### config.mk
export PLATFORM = sky130hd
export DESIGN_NAME = scr_receiver
export DESIGN_NICKNAME = d
export VERILOG_FILES = /design/src/scr_pkg.sv /design/src/scr_fifo.sv /design/src/scr_receiver.sv
export VERILOG_INCLUDE_DIRS = /design/src /design/src/src
export SDC_FILE = /design/constraint.sdc
export NUM_CORES = 2
export LEC_CHECK = 0
export ABC_AREA = 1
export BUFFER_PORTS_ARGS = -buffer_cell sky130_fd_sc_hd__buf_2
export CELL_PAD_IN_SITES_DETAIL_PLACEMENT = 1
export CELL_PAD_IN_SITES_GLOBAL_PLACEMENT = 2
export CORE_MARGIN = 2
export CORE_UTILIZATION = 47
export DETAILED_ROUTE_END_ITERATION = 16
export MAX_ROUTING_LAYER = met4
export PLACE_DENSITY_LB_ADDON = 0.1
export SLEW_MARGIN = 25
export SYNTH_ARGS = -nofsm -noshare
export SYNTH_HDL_FRONTEND = slang
export SYNTH_SLANG_ARGS = --single-unit
export TNS_END_PERCENT = 20
### constraint.sdc
create_clock -name i_clk_sys -period 16.55 [get_ports i_clk_sys]
set_clock_uncertainty 0.05 [all_clocks]
set_input_delay 3.31 -clock i_clk_sys [delete_from_list [all_inputs] [get_ports i_clk_sys]]
set_output_delay 3.31 -clock i_clk_sys [all_outputs]
set_load 0.02 [all_outputs]
### src/scr_map.svh
// Bit positions, field limits and reset values of the slow channel receiver
`ifndef SCR_MAP_SVH
`define SCR_MAP_SVH

// ****************************************
// Channel layout
// ****************************************
`define SCR_PARCEL_W 16
`define SCR_PARITY_W 4
`define SCR_NIBBLE_W 4
`define SCR_ROUTE_BIT 15
`define SCR_WORD_PARCELS 4
`define SCR_BUF_PARCELS 128

// ****************************************
// Event flags, clear bits and error bits
// ****************************************
`define SCR_FLAG_DAV 7
`define SCR_FLAG_DISC 8
`define SCR_FLAG_ERR 9
`define SCR_CLR_ERRS 7
`define SCR_CLR_DISC 9
`define SCR_CLR_DAV 10
`define SCR_ERR_PAR 3
`define SCR_ERR_SEQ 4
`define SCR_ERR_CNT_LO 5
`define SCR_ERR_CNT_HI 7
`define SCR_REG_W 16
`define SCR_REG_RST 16'h0000
`define SCR_CNT_FULL 3'h4
`define SCR_CNT_ZERO 3'h0

`endif

### src/scr_pkg.sv
// Types shared by the slow channel receiver files
package scr_pkg;

    // ****************************************
    // Channel bundle and buffered parcel
    // ****************************************
    typedef struct packed {
        logic [15:0] data;
        logic [3:0] parity;
        logic ready;
        logic disconnect;
    } scr_chan_type;

    typedef struct packed {
        logic [15:0] data;
        logic perr;
    } scr_parcel_type;

    // ****************************************
    // State encodings
    // ****************************************
    typedef enum logic [1:0] {
        XF_IDLE = 2'b00,
        XF_ACTIVE = 2'b01,
        XF_DRAIN = 2'b10,
        XF_DONE = 2'b11
    } scr_xfer_state_type;

    typedef enum logic {
        RD_IDLE = 1'b0,
        RD_WAIT = 1'b1
    } scr_rd_state_type;

endpackage : scr_pkg

### src/scr_fifo.sv
// Parcel buffer between the channel capture and the data-in word loader
module scr_fifo #(
    parameter int WIDTH = 17,
    parameter int DEPTH = 128
) (
    // Clock and reset
    input wire logic i_clk_sys,
    input wire logic i_rst,
    // Fill side
    input wire logic [WIDTH-1:0] i_in_data,
    input wire logic i_in_valid,
    output logic o_in_ready,
    // Drain side
    output logic [WIDTH-1:0] o_out_data,
    output logic o_out_valid,
    input wire logic i_out_ready
);
    localparam int AW = $clog2(DEPTH);

    logic [WIDTH-1:0] mem_reg [DEPTH];
    logic [AW-1:0] wr_ptr_reg, wr_ptr_next, rd_ptr_reg, rd_ptr_next;
    logic [AW:0] count_reg, count_next;
    logic push, pop;

    assign o_in_ready = (count_reg != (AW+1)'(DEPTH));
    assign o_out_valid = (count_reg != '0);
    assign o_out_data = mem_reg[rd_ptr_reg];

    always_comb begin
        push = i_in_valid && o_in_ready;
        pop = o_out_valid && i_out_ready;
        wr_ptr_next = wr_ptr_reg;
        rd_ptr_next = rd_ptr_reg;
        count_next = count_reg;
        if (push) begin
            wr_ptr_next = (wr_ptr_reg == AW'(DEPTH-1)) ? '0 : wr_ptr_reg + 1'b1;
        end
        if (pop) begin
            rd_ptr_next = (rd_ptr_reg == AW'(DEPTH-1)) ? '0 : rd_ptr_reg + 1'b1;
        end
        if (push && !pop) begin
            count_next = count_reg + 1'b1;
        end else if (pop && !push) begin
            count_next = count_reg - 1'b1;
        end
    end

    always_ff @(posedge i_clk_sys or posedge i_rst) begin
        if (i_rst) begin
            wr_ptr_reg <= '0;
            rd_ptr_reg <= '0;
            count_reg <= '0;
        end else begin
            wr_ptr_reg <= wr_ptr_next;
            rd_ptr_reg <= rd_ptr_next;
            count_reg <= count_next;
        end
    end

    // Storage carries no reset; emptiness is held by the occupancy count alone
    always_ff @(posedge i_clk_sys) begin
        if (push) begin
            mem_reg[wr_ptr_reg] <= i_in_data;
        end
    end

endmodule : scr_fifo

### src/scr_receiver.sv
// Receive side of the low speed channel: capture, routing, packing and flags
`include "scr_map.svh"

module scr_receiver #(
    parameter int BUF_PARCELS = `SCR_BUF_PARCELS
) (
    // Clock and reset
    input wire logic i_clk_sys,
    input wire logic i_rst,
    // Channel from the sender
    input scr_pkg::scr_chan_type i_chan,
    output logic o_resume,
    // Data-in word read port
    input wire logic i_word_rd,
    output logic [63:0] o_word_data,
    output logic o_word_ack,
    // Flags, mask, clear and errors
    input wire logic [15:0] i_event_mask,
    input wire logic i_clr_wr,
    input wire logic [15:0] i_clr_data,
    output logic [15:0] o_event_flags,
    output logic [15:0] o_err_flags,
    output logic o_node_sel,
    // Interrupts to the two node processors
    output logic o_irq_input_node,
    output logic o_irq_output_node
);
    import scr_pkg::*;

    // ****************************************
    // State
    // ****************************************
    scr_xfer_state_type xfer_state_reg, xfer_state_next;
    scr_rd_state_type rd_state_reg, rd_state_next;
    scr_parcel_type hold_reg, hold_next, fifo_out;
    logic hold_valid_reg, hold_valid_next;
    logic node_reg, node_next;
    logic rdy_prev_reg, disc_prev_reg;
    logic full_stall_reg, full_stall_next;
    logic [63:0] word_reg, word_next;
    logic [2:0] word_cnt_reg, word_cnt_next;
    logic [63:0] out_word_reg, out_word_next;
    logic ack_reg, ack_next;
    logic resume_reg, resume_next;
    logic [15:0] flags_reg, flags_next;
    logic [15:0] err_reg, err_next;
    logic irq_in_reg, irq_in_next, irq_out_reg, irq_out_next;
    logic rdy_edge, disc_edge, fifo_in_valid, fifo_in_ready, fifo_out_valid;
    logic pop_en, rd_pend, read_ok, last_word, irq_any;
    logic [15:0] irq_sel;

    assign o_resume = resume_reg;
    assign o_word_data = out_word_reg;
    assign o_word_ack = ack_reg;
    assign o_event_flags = flags_reg;
    assign o_err_flags = err_reg;
    assign o_node_sel = node_reg;
    assign o_irq_input_node = irq_in_reg;
    assign o_irq_output_node = irq_out_reg;

    // Even parity over each nibble; one parity lane per nibble
    function automatic logic parity_bad(input logic [15:0] d, input logic [3:0] p);
        logic bad;
        bad = 1'b0;
        for (int i = 0; i < `SCR_PARITY_W; i++) begin
            bad = bad | (p[i] ^ (^d[i*`SCR_NIBBLE_W +: `SCR_NIBBLE_W]));
        end
        return bad;
    endfunction : parity_bad

    // ****************************************
    // Parcel buffer
    // ****************************************
    scr_fifo #(
        .WIDTH($bits(scr_parcel_type)),
        .DEPTH(BUF_PARCELS)
    ) u_buf (
        .i_clk_sys(i_clk_sys),
        .i_rst(i_rst),
        .i_in_data(hold_reg),
        .i_in_valid(fifo_in_valid),
        .o_in_ready(fifo_in_ready),
        .o_out_data(fifo_out),
        .o_out_valid(fifo_out_valid),
        .i_out_ready(pop_en)
    );

    // ****************************************
    // Next-state logic
    // ****************************************
    always_comb begin
        rdy_edge = i_chan.ready && !rdy_prev_reg;
        disc_edge = i_chan.disconnect && !disc_prev_reg;
        xfer_state_next = xfer_state_reg;
        rd_state_next = rd_state_reg;
        hold_next = hold_reg;
        hold_valid_next = hold_valid_reg;
        node_next = node_reg;
        full_stall_next = full_stall_reg;
        word_next = word_reg;
        word_cnt_next = word_cnt_reg;
        out_word_next = out_word_reg;
        ack_next = 1'b0;
        resume_next = 1'b0;
        flags_next = flags_reg;
        err_next = err_reg;

        // Clears are applied first so that a same-cycle set below wins
        if (i_clr_wr && i_clr_data[`SCR_CLR_DAV]) begin
            flags_next[`SCR_FLAG_DAV] = 1'b0;
        end
        if (i_clr_wr && i_clr_data[`SCR_CLR_DISC]) begin
            flags_next[`SCR_FLAG_DISC] = 1'b0;
        end
        if (i_clr_wr && i_clr_data[`SCR_CLR_ERRS]) begin
            err_next[`SCR_ERR_SEQ] = 1'b0;
            err_next[`SCR_ERR_PAR] = 1'b0;
            flags_next[`SCR_FLAG_DISC] = 1'b0;
            flags_next[`SCR_FLAG_ERR] = 1'b0;
        end
        if (xfer_state_reg == XF_DONE && i_clr_wr
                && (i_clr_data[`SCR_CLR_DISC] || i_clr_data[`SCR_CLR_ERRS])) begin
            xfer_state_next = XF_IDLE;
            full_stall_next = 1'b0;
        end

        // Capture a parcel on the leading edge of Ready
        if (rdy_edge) begin
            if (hold_valid_reg) begin
                // Previous parcel not yet answered; keep it, flag a sequence error
                err_next[`SCR_ERR_SEQ] = 1'b1;
                flags_next[`SCR_FLAG_ERR] = 1'b1;
            end else begin
                case (xfer_state_reg)
                    XF_IDLE: begin
                        node_next = i_chan.data[`SCR_ROUTE_BIT];
                        xfer_state_next = XF_ACTIVE;
                        hold_next = '{data: i_chan.data,
                                      perr: parity_bad(i_chan.data, i_chan.parity)};
                        hold_valid_next = 1'b1;
                    end
                    XF_ACTIVE: begin
                        // Routing stays as latched from the first parcel
                        hold_next = '{data: i_chan.data,
                                      perr: parity_bad(i_chan.data, i_chan.parity)};
                        hold_valid_next = 1'b1;
                    end
                    default: begin
                        hold_valid_next = hold_valid_reg;
                    end
                endcase
            end
        end

        // Disconnect ends acceptance and tells software data is waiting
        if (disc_edge && (xfer_state_reg == XF_IDLE || xfer_state_reg == XF_ACTIVE)) begin
            xfer_state_next = XF_DRAIN;
            flags_next[`SCR_FLAG_DAV] = 1'b1;
        end

        // Push held parcel; Resume answers only once it is stored
        fifo_in_valid = hold_valid_reg && !(full_stall_reg && flags_reg[`SCR_FLAG_DAV]);
        if (fifo_in_valid && fifo_in_ready) begin
            hold_valid_next = 1'b0;
            resume_next = 1'b1;
            full_stall_next = 1'b0;
        end else if (xfer_state_reg == XF_ACTIVE && !fifo_in_ready && !full_stall_reg) begin
            // Word and buffer hold 132 parcels: report now, withhold the next Resume
            full_stall_next = 1'b1;
            flags_next[`SCR_FLAG_DAV] = 1'b1;
        end

        // Read answers once four parcels or the tail of a transfer are ready
        rd_pend = i_word_rd || (rd_state_reg == RD_WAIT);
        last_word = (xfer_state_reg == XF_DRAIN || xfer_state_reg == XF_DONE)
                    && !fifo_out_valid && !hold_valid_reg;
        read_ok = (word_cnt_reg == `SCR_CNT_FULL) || last_word;
        if (rd_pend && read_ok) begin
            out_word_next = word_reg;
            ack_next = 1'b1;
            err_next[`SCR_ERR_CNT_HI:`SCR_ERR_CNT_LO] = word_cnt_reg;
            word_next = '0;
            word_cnt_next = `SCR_CNT_ZERO;
            rd_state_next = RD_IDLE;
            if (last_word) begin
                flags_next[`SCR_FLAG_DISC] = 1'b1;
                xfer_state_next = XF_DONE;
            end
        end else if (rd_pend) begin
            rd_state_next = RD_WAIT;
        end

        // Loader fills the data-in word from the buffer, one parcel a cycle
        pop_en = fifo_out_valid && (word_cnt_reg != `SCR_CNT_FULL) && !(rd_pend && read_ok);
        if (pop_en) begin
            word_next[word_cnt_reg[1:0]*`SCR_PARCEL_W +: `SCR_PARCEL_W] = fifo_out.data;
            word_cnt_next = word_cnt_reg + 3'h1;
            if (fifo_out.perr) begin
                err_next[`SCR_ERR_PAR] = 1'b1;
                flags_next[`SCR_FLAG_ERR] = 1'b1;
            end
        end

        // Flags are kept unmasked; the mask gates only the interrupt
        irq_sel = flags_next & i_event_mask;
        irq_any = irq_sel[`SCR_FLAG_DAV] || irq_sel[`SCR_FLAG_DISC]
                  || irq_sel[`SCR_FLAG_ERR];
        irq_in_next = irq_any && node_next;
        irq_out_next = irq_any && !node_next;
    end

    // ****************************************
    // Registers
    // ****************************************
    always_ff @(posedge i_clk_sys or posedge i_rst) begin
        if (i_rst) begin
            xfer_state_reg <= XF_IDLE;
            rd_state_reg <= RD_IDLE;
            hold_reg <= '0;
            hold_valid_reg <= 1'b0;
            node_reg <= 1'b0;
            rdy_prev_reg <= 1'b0;
            disc_prev_reg <= 1'b0;
            full_stall_reg <= 1'b0;
            word_reg <= '0;
            word_cnt_reg <= `SCR_CNT_ZERO;
            out_word_reg <= '0;
            ack_reg <= 1'b0;
            resume_reg <= 1'b0;
            flags_reg <= `SCR_REG_RST;
            err_reg <= `SCR_REG_RST;
            irq_in_reg <= 1'b0;
            irq_out_reg <= 1'b0;
        end else begin
            xfer_state_reg <= xfer_state_next;
            rd_state_reg <= rd_state_next;
            hold_reg <= hold_next;
            hold_valid_reg <= hold_valid_next;
            node_reg <= node_next;
            rdy_prev_reg <= i_chan.ready;
            disc_prev_reg <= i_chan.disconnect;
            full_stall_reg <= full_stall_next;
            word_reg <= word_next;
            word_cnt_reg <= word_cnt_next;
            out_word_reg <= out_word_next;
            ack_reg <= ack_next;
            resume_reg <= resume_next;
            flags_reg <= flags_next;
            err_reg <= err_next;
            irq_in_reg <= irq_in_next;
            irq_out_reg <= irq_out_next;
        end
    end

    // ****************************************
    // Checks
    // ****************************************
    route_first_a: assert property (@(posedge i_clk_sys) disable iff (i_rst)
        (xfer_state_reg == XF_IDLE && rdy_edge && !hold_valid_reg)
        |=> node_reg == $past(i_chan.data[`SCR_ROUTE_BIT]))
        else $error("node select does not follow the first parcel routing bit");

    route_hold_a: assert property (@(posedge i_clk_sys) disable iff (i_rst)
        (xfer_state_reg == XF_ACTIVE) |=> $stable(node_reg))
        else $error("node select changed inside a transfer");

    dav_on_disc_a: assert property (@(posedge i_clk_sys) disable iff (i_rst)
        (disc_edge && xfer_state_reg == XF_ACTIVE)
        |=> flags_reg[`SCR_FLAG_DAV] && xfer_state_reg == XF_DRAIN)
        else $error("disconnect did not raise data-available");

    irq_route_a: assert property (@(posedge i_clk_sys) disable iff (i_rst)
        o_irq_input_node |-> node_reg && !o_irq_output_node)
        else $error("interrupt went to the wrong node");

    dav_clear_a: assert property (@(posedge i_clk_sys) disable iff (i_rst)
        (i_clr_wr && i_clr_data[`SCR_CLR_DAV] && !disc_edge
            && (fifo_in_ready || full_stall_reg))
        |=> !flags_reg[`SCR_FLAG_DAV])
        else $error("data-available survived its clear");

    count_range_a: assert property (@(posedge i_clk_sys) disable iff (i_rst)
        o_word_ack |-> err_reg[`SCR_ERR_CNT_HI:`SCR_ERR_CNT_LO] <= `SCR_CNT_FULL)
        else $error("valid parcel count above four");

    seq_err_a: assert property (@(posedge i_clk_sys) disable iff (i_rst)
        (rdy_edge && hold_valid_reg)
        |=> err_reg[`SCR_ERR_SEQ] && flags_reg[`SCR_FLAG_ERR])
        else $error("early Ready did not flag a sequence error");

    full_hold_a: assert property (@(posedge i_clk_sys) disable iff (i_rst)
        (full_stall_reg && flags_reg[`SCR_FLAG_DAV]) |=> !o_resume)
        else $error("Resume issued while the full buffer awaits software");

    read_stall_a: assert property (@(posedge i_clk_sys) disable iff (i_rst)
        (i_word_rd && xfer_state_reg == XF_ACTIVE && word_cnt_reg != `SCR_CNT_FULL)
        |=> !o_word_ack)
        else $error("read answered without data or disconnect");

    full_dav_a: assert property (@(posedge i_clk_sys) disable iff (i_rst)
        (xfer_state_reg == XF_ACTIVE && !fifo_in_ready && !full_stall_reg)
        |=> flags_reg[`SCR_FLAG_DAV] && full_stall_reg)
        else $error("full buffer did not raise data-available");

    resume_release_a: assert property (@(posedge i_clk_sys) disable iff (i_rst)
        (full_stall_reg && hold_valid_reg && fifo_in_ready && !flags_reg[`SCR_FLAG_DAV])
        |=> o_resume)
        else $error("withheld Resume not issued after clear");

    clear_idle_a: assert property (@(posedge i_clk_sys) disable iff (i_rst)
        (xfer_state_reg == XF_DONE && i_clr_wr && i_clr_data[`SCR_CLR_DISC] && !rd_pend)
        |=> xfer_state_reg == XF_IDLE && !flags_reg[`SCR_FLAG_DISC])
        else $error("disconnect clear did not free the node");

endmodule : scr_receiver

=== Word-level counts from Yosys, hierarchy flattened ===
Memory sizes are Yosys's and may differ from the RTL's.
Index checks and enable logic that the tools add are counted.

* Add/sub/neg operators: 6
* Equality and inequality tests: 8
* Shift-type cells: 2
* Multiplexer cells: 48
* Bitwise gates (word level): 9
* Reduce and logical (&&, ||, !) cells: 54

{| class="wikitable"
|+ Operators by type and width
! operator !! count
|-
| 64-bit 2-to-1 mux || 2
|-
| 64-bit bitwise mux || 1
|-
| 16-bit by 34-bit variable shift with 64-bit output, first input constant || 1
|-
| 16-bit by 34-bit indexed part select with 64-bit output || 1
|-
| 6-bit negation with 34-bit output || 1
|-
| 1-bit 2-to-1 mux || 30
|-
| 1-bit logical AND || 23
|-
| 2-bit 2-to-1 mux || 9
|-
| 8-bit 2-to-1 mux || 2
|-
| 4-bit parity || 4
|-
| 7-bit by 1-bit adder with 7-bit output, second input constant || 2
|-
| 7-bit == test, second input constant || 2
|-
| 7-bit 2-to-1 mux || 2
|-
| 1-bit zero test || 11
|-
| 10-bit bitwise AND || 1
|-
| 8-bit by 1-bit adder with 8-bit output, second input constant || 1
|-
| 8-bit inequality test, second input constant || 1
|-
| 2-bit nonzero test || 4
|-
| 8-bit nonzero test || 1
|-
| 8-bit by 1-bit subtractor with 8-bit output, second input constant || 1
|-
| 1-bit logical OR || 7
|-
| 3-bit 2-to-1 mux || 2
|-
| 2-bit == test, second input constant || 2
|-
| 1-bit XOR || 4
|-
| other kinds (10) || 12
|}

* Register bits after elaboration: 190
* Bits in writable memories: 2176
* Input port bits: 58
* Logic and storage cells: 150
* Memories kept: 1

{| class="wikitable"
|+ Memories
! memory !! depth !! width !! read ports !! clocked after Yosys merged registers in !! write ports !! RTL line !! text
|-
| u_buf.mem_reg || 128 || 17 || 1 || 0 || 1 || scr_fifo.sv:20 || <nowiki>logic [WIDTH-1:0] mem_reg [DEPTH];</nowiki>
|}

=== Depth between registers and ports, before layout ===
* Depth in word-level cells: 13
* Mapped depth: 21
* Gate-level depth less buffers: 21

=== By module ===
Synthesis repeated with hierarchy kept, for this count alone.

* Cell total of the unflattened synthesis: 8269
* Area, all modules: 96201.0 um2

{| class="wikitable"
|+ Modules (own cells, without submodules)
! module !! instances !! cells an instance !! area an instance (um2)
|-
| scr_fifo || 1 || 7553 || 88772.6
|-
| scr_receiver || 1 || 716 || 7428.4
|}

=== Worst setup path before layout ===
OpenSTA, ideal clock, no wires.

* Path type: input port to flip-flop
* Start point: input i_chan[1] (netlist name)
* End point: register irq_in_reg, in the netlist o_irq_input_node
* Library setup time: 77 ps
* Arrival time: 4337 ps
* Required time: 16423 ps
* Setup slack: 12086 ps
* Stages: 9
* Path through: inv_1 -> nor2_1 -> nand2_1 -> nor2_1 -> clkbuf_1 -> nand2_1 -> o22ai_1 -> inv_1 -> a21oi_1

* Elaborated cells between the ends (all ways): 8
* Classes of those cells: mux: 4; bitwise: 1; reduce/logical: 3

{| class="wikitable"
|+ RTL lines
! item !! RTL line !! text
|-
| start, declared || scr_receiver.sv:11 || <nowiki>input scr_pkg::scr_chan_type i_chan,</nowiki>
|-
| 1-bit logical AND || scr_receiver.sv:92 || <nowiki>rdy_edge = i_chan.ready && !rdy_prev_reg;</nowiki>
|-
| 1-bit 2-to-1 mux || scr_receiver.sv:128 || <nowiki>if (rdy_edge) begin</nowiki>
|-
| via node_next || scr_receiver.sv:37 || <nowiki>logic node_reg, node_next;</nowiki>
|-
| 1-bit logical AND || scr_receiver.sv:208 || <nowiki>irq_in_next = irq_any && node_next;</nowiki>
|-
| via irq_in_next || scr_receiver.sv:47 || <nowiki>logic irq_in_reg, irq_in_next, irq_out_reg, irq_out_next;</nowiki>
|-
| end signal, assigned || scr_receiver.sv:250 || <nowiki>irq_in_reg <= irq_in_next;</nowiki>
|-
| end, declared || scr_receiver.sv:47 ||
|}

The timed path passes the listed nets, and every way through them passes these cells.
A chain may end at the register's enable or synchronous reset.

=== Final worst setup path ===
* Start point: register u_buf.rd_ptr_reg[0]
* End point: register word_reg[34]

* Word-level cells in the longest chain between the ends: 4

{| class="wikitable"
|+ Ends and longest elaborated chain
! item !! RTL line !! text
|-
| start, declared || scr_fifo.sv:21 || <nowiki>logic [AW-1:0] wr_ptr_reg, wr_ptr_next, rd_ptr_reg, rd_ptr_next;</nowiki>
|-
| start signal, assigned || scr_fifo.sv:55 || <nowiki>rd_ptr_reg <= rd_ptr_next;</nowiki>
|-
| memory read 128 x 17 bit || n/a ||
|-
| 16-bit by 34-bit indexed part select with 64-bit output || scr_receiver.sv:196 || <nowiki>word_next[word_cnt_reg[1:0]*`SCR_PARCEL_W +: `SCR_PARCEL_W] = fifo_out.data;</nowiki>
|-
| 64-bit bitwise mux || scr_receiver.sv:196 ||
|-
| 64-bit 2-to-1 mux || scr_receiver.sv:195 || <nowiki>if (pop_en) begin</nowiki>
|-
| via word_next[34] || scr_receiver.sv:40 || <nowiki>logic [63:0] word_reg, word_next;</nowiki>
|-
| end signal, assigned || scr_receiver.sv:243 || <nowiki>word_reg <= word_next;</nowiki>
|-
| end, declared || scr_receiver.sv:40 ||
|}

The timed path passes the listed nets, and every way through them passes these cells.

==> flow_metrics.py <==
metrics = {
    "outcome": {
        "status": "completed",
    },
    "sta": {
        "final_hold_vios": 0,
        "timing.slew.headroom_pct": 29.83,
        "setup-violations-final": 0,
        "worst-slew-pin-transition_ns": 1.053,
        "unrepaired_setup_endpoints_after_global_routing": "no",
        "max_clk_rate_mhz": 160.6,
        "finalMaxSlewViolations": 0,
        "setup-tns-final_ns": 0,
        "post-route-period-util_pct": 37.62,
        "final_period_minus_worst_setup_slack_ns": 6.225,
    },
    "setup_path": {
        "crit_required_ns": 17.30,
        "critical_path.endpoint_type": "flop",
        "crit_family": "buffers and inverters",
        "cell_chain_of_the_critical_path": "buf_4 > buf_4 > buf_4 > nand2_1 > nand3_1 > nand3_1 > nand3_1 > nand3_1 > nand3_1 > nand3_1 > nand2_1 > nand2_1 > o21ai_1 > nand2_1 > nand2_1",
        "critical_path.slowest_cell": "sky130_fd_sc_hd__dfrtp_4",
        "timing_worst_setup_path_type": "reg2reg",
        "reg2reg_from": "u_buf.rd_ptr_reg[0]",
        "element_type_at_the_critical_path_start": "flop",
        "cp_buf_inv_count": 3,
        "cp_common_cell": "sky130_fd_sc_hd__nand3_1",
        "r2r-end": "word_reg[34]",
        "crit_arrival_ns": 6.98,
        "timing.reg2reg.setup_slack_ns": 10.32,
        "worstRegToRegCells": 15,
        "critical_path.max_stage_delay_ns": 0.94,
        "crit_fanout": 87,
    },
    "hold_path": {
        "class_of_the_most_critical_hold_timing_path": "reg2reg",
        "whs_path_depth": 2,
        "worstHoldStart": "o_word_data[51]",
        "whs_endpoint": "o_word_data[51]",
    },
    "die": {
        "fp.coreArea_um2": 202500,
        "chipHeight_um": 456.0,
        "die_area_um2": 207900,
        "number_of_top_level_design_ports": 159,
        "die_width_um": 456.0,
        "core.rowCount": 165,
        "initial_utilization_pct": 47.40,
    },
    "place": {
        "final_wtd_congestion": 0.8703,
        "dp.final_hpwl_mm": 158.6,
        "dpl.cell_count": 10670,
        "io_buffer_count": 108,
    },
    "finish": {
        "drive_above_1_share_pct": 8.495,
        "multiInputGateArea_um2": 23050,
        "syn_to_final_growth_pct": 11.42,
        "final_cell_count_no_fill": 11130,
        "layout.nets": 8317,
        "largest_register_ffs": 2176,
        "nFillCells": 20810,
        "register_area_um2": 70180,
    },
    "grt": {
        "globalRouteOverflowTotal": 0,
        "first_global_vias": 65510,
        "globalRouteTotalUtil_pct": 28.27,
        "grt_antenna_before_repair": 8,
        "grt_first_pass_wirelength_mm": 426.5,
        "grt_max_degree": 307,
    },
    "synth": {
        "yosysMostFrequentCell": "sky130_fd_sc_hd__nand2_1",
        "postSynthAreaPerCell_um2": 11.70,
        "number_of_enable_flip_flop_cells_after_synthesis": 2176,
        "yosysWarnings": 0,
        "async_flop_share_pct": 8.030,
        "register_bit_count_reported_by_yosys": 2366,
        "synth.cell_area_um2": 96000,
        "number_of_distinct_library_cells_after_synthesis": 40,
        "synth_flop_cell": "sky130_fd_sc_hd__edfxtp_1",
        "synth_top_area_share_pct": 68.06,
        "yosysSeqAreaShare_pct": 73.02,
        "post-synth-top-area-cell": "sky130_fd_sc_hd__edfxtp_1",
        "count_of_mapped_cells_out_of_synthesis": 8208,
        "synth_top_cells_by_area": "sky130_fd_sc_hd__edfxtp_1 (68%), sky130_fd_sc_hd__nand3_1 (11%), sky130_fd_sc_hd__nand2_1 (11%), sky130_fd_sc_hd__dfrtp_1 (5.0%), sky130_fd_sc_hd__buf_2 (1.5%)",
        "synth_top_cells_by_count": "sky130_fd_sc_hd__nand2_1 (2740), sky130_fd_sc_hd__edfxtp_1 (2176), sky130_fd_sc_hd__nand3_1 (2163)",
    },
    "pwr": {
        "power.leakage_nw": 39.29,
        "cellPowerDensity_nw_per_um2": 194.1,
        "vdd.ir_drop.worst_uv": 169.2,
    },
    "routing": {
        "drtAntennaViolNets": 0,
        "route.detailed.vias_per_inst": 5.793,
        "route.final.wire_length_mm": 289.2,
        "post-route-drc-count": 0,
        "dr_total_vias": 64490,
        "drt_first_pass_iters": 6,
        "wire_per_inst_um": 25.98,
        "drt-initial-drc-count": 5576,
    },
    "clock_network": {
        "tritoncts.num_buffers": 241,
        "clock_sinks": 2366,
        "insertion_delay_of_the_later_clocked_pin_in_the_worst_skew_pair_ns": 0.88,
        "cts.hold.buffers_added": 0,
        "clk_pin_slew_ns": 0.06,
        "max-clock-path-buffers": 3,
        "clock_tree.htree_level_count": 4,
        "postCtsResizedCells": 0,
        "ctsRootBufferMaster": "sky130_fd_sc_hd__clkbuf_16",
        "cts.repair_timing.setup_buffer_count": 0,
        "cts_tree": "built",
    },
    "job": {
        "max_cap_violation_count": 0,
    },
}
layout make-up:
| cell class | instances | area share [%] |
|---|---|---|
| sequential | 2366 | 65.61 |
| multi-input combinational | 5250 | 21.55 |
| clock buffer | 318 | 6.159 |
| tap | 2672 | 3.126 |
| timing repair buffer | 330 | 2.233 |
| clock inverter | 132 | 1.062 |
| inverter | 56 | 0.2468 |
| antenna | 7 | 0.01638 |
power by group:
| part | total [mW] | switching [mW] | internal (mW) |
|---|---|---|---|
| Clock | 5.37 | 2.31 | 3.06 |
| Combinational | 7.13 | 5.51 | 1.63 |
| Sequential | 8.26 | 0.668 | 7.60 |
| Total | 20.8 | 8.48 | 12.3 |
how the worst max path moves through the flow:
stage	startpoint	to	slack, ns	depth (start not counted)
5_1_grt	u_buf.rd_ptr_reg[0]	word_reg[50]	10.04	15
2_1_floorplan	i_rst	disc_prev_reg	8.02	1
3_5_place_dp	u_buf.rd_ptr_reg[0]	word_reg[50]	10.44	15
3_3_place_gp	u_buf.rd_ptr_reg[0]	word_reg[37]	10.46	16
6_report	u_buf.rd_ptr_reg[0]	word_reg[34]	10.32	15
4_1_cts	u_buf.rd_ptr_reg[0]	word_reg[50]	10.45	15
cell usage in the layout (no fill, tap or decap), types with 9 or more instances in the layout:
master                         n
sky130_fd_sc_hd__xor2_1       11
sky130_fd_sc_hd__ha_1         13
sky130_fd_sc_hd__clkbuf_8     14
sky130_fd_sc_hd__nand2_1    2739
sky130_fd_sc_hd__nand4_1      38
sky130_fd_sc_hd__clkbuf_16   247
sky130_fd_sc_hd__a21oi_1      13
sky130_fd_sc_hd__nor2_1      147
sky130_fd_sc_hd__buf_2       108
sky130_fd_sc_hd__clkbuf_1     57
sky130_fd_sc_hd__a32o_1       16
sky130_fd_sc_hd__inv_1        43
sky130_fd_sc_hd__buf_12       11
sky130_fd_sc_hd__bufinv_16    18
sky130_fd_sc_hd__dfrtp_4      21
sky130_fd_sc_hd__dfrtp_1     168
sky130_fd_sc_hd__buf_4       208
sky130_fd_sc_hd__o21ai_0      23
sky130_fd_sc_hd__o21ai_1      16
sky130_fd_sc_hd__xnor2_1       9
sky130_fd_sc_hd__clkinv_1     60
sky130_fd_sc_hd__conb_1       24
sky130_fd_sc_hd__edfxtp_1   2176
sky130_fd_sc_hd__nand3_1    2160
sky130_fd_sc_hd__clkinv_2     47
tightest hold or removal path: stages (launching register included):
cell and delay (ns):
sky130_fd_sc_hd__dfrtp_1 0.34, sky130_fd_sc_hd__nand2_1 0.05, sky130_fd_sc_hd__nand2_1 0.05
per-stage QoR:
step           hold WS (ns)  area (um2)  util (%)  power, mW  worst slack (ns)
6_report             0.4185      107000     52.82      20.76             10.32
5_1_grt              0.4379      107000     52.81      21.70             10.04
4_1_cts              0.4263      106900     52.77      20.84             10.45
3_5_place_dp         0.4100       99160     48.96      15.48             10.44
3_3_place_gp         0.4044       99160     48.96      15.28             10.46
2_1_floorplan        0.3922       96090         -      12.42             8.020
cell families (layout without fill, tap and decap cells):
kind of cell    Yosys count  after routing  synth area share, %
simple gates           5110           5110                22.92
flops                  2366           2366                73.02
buf+inv                 615            836                3.141
compound gates           82             82               0.5422
xor+xnor                 20             20               0.1825
fa+ha+maj                14             14               0.1903
other cells               1             31             0.003906
per-layer routing:
metal,up-vias,track usage (%),part of all wire (%)
li1,28980,-,-
met2,1868,45.43,48
met4,0,9.231,3.3
met1,33190,37.71,43
met3,447,3.302,5.5
met5,-,-,0
No activity file was read; power rests on OpenSTA's default activity.
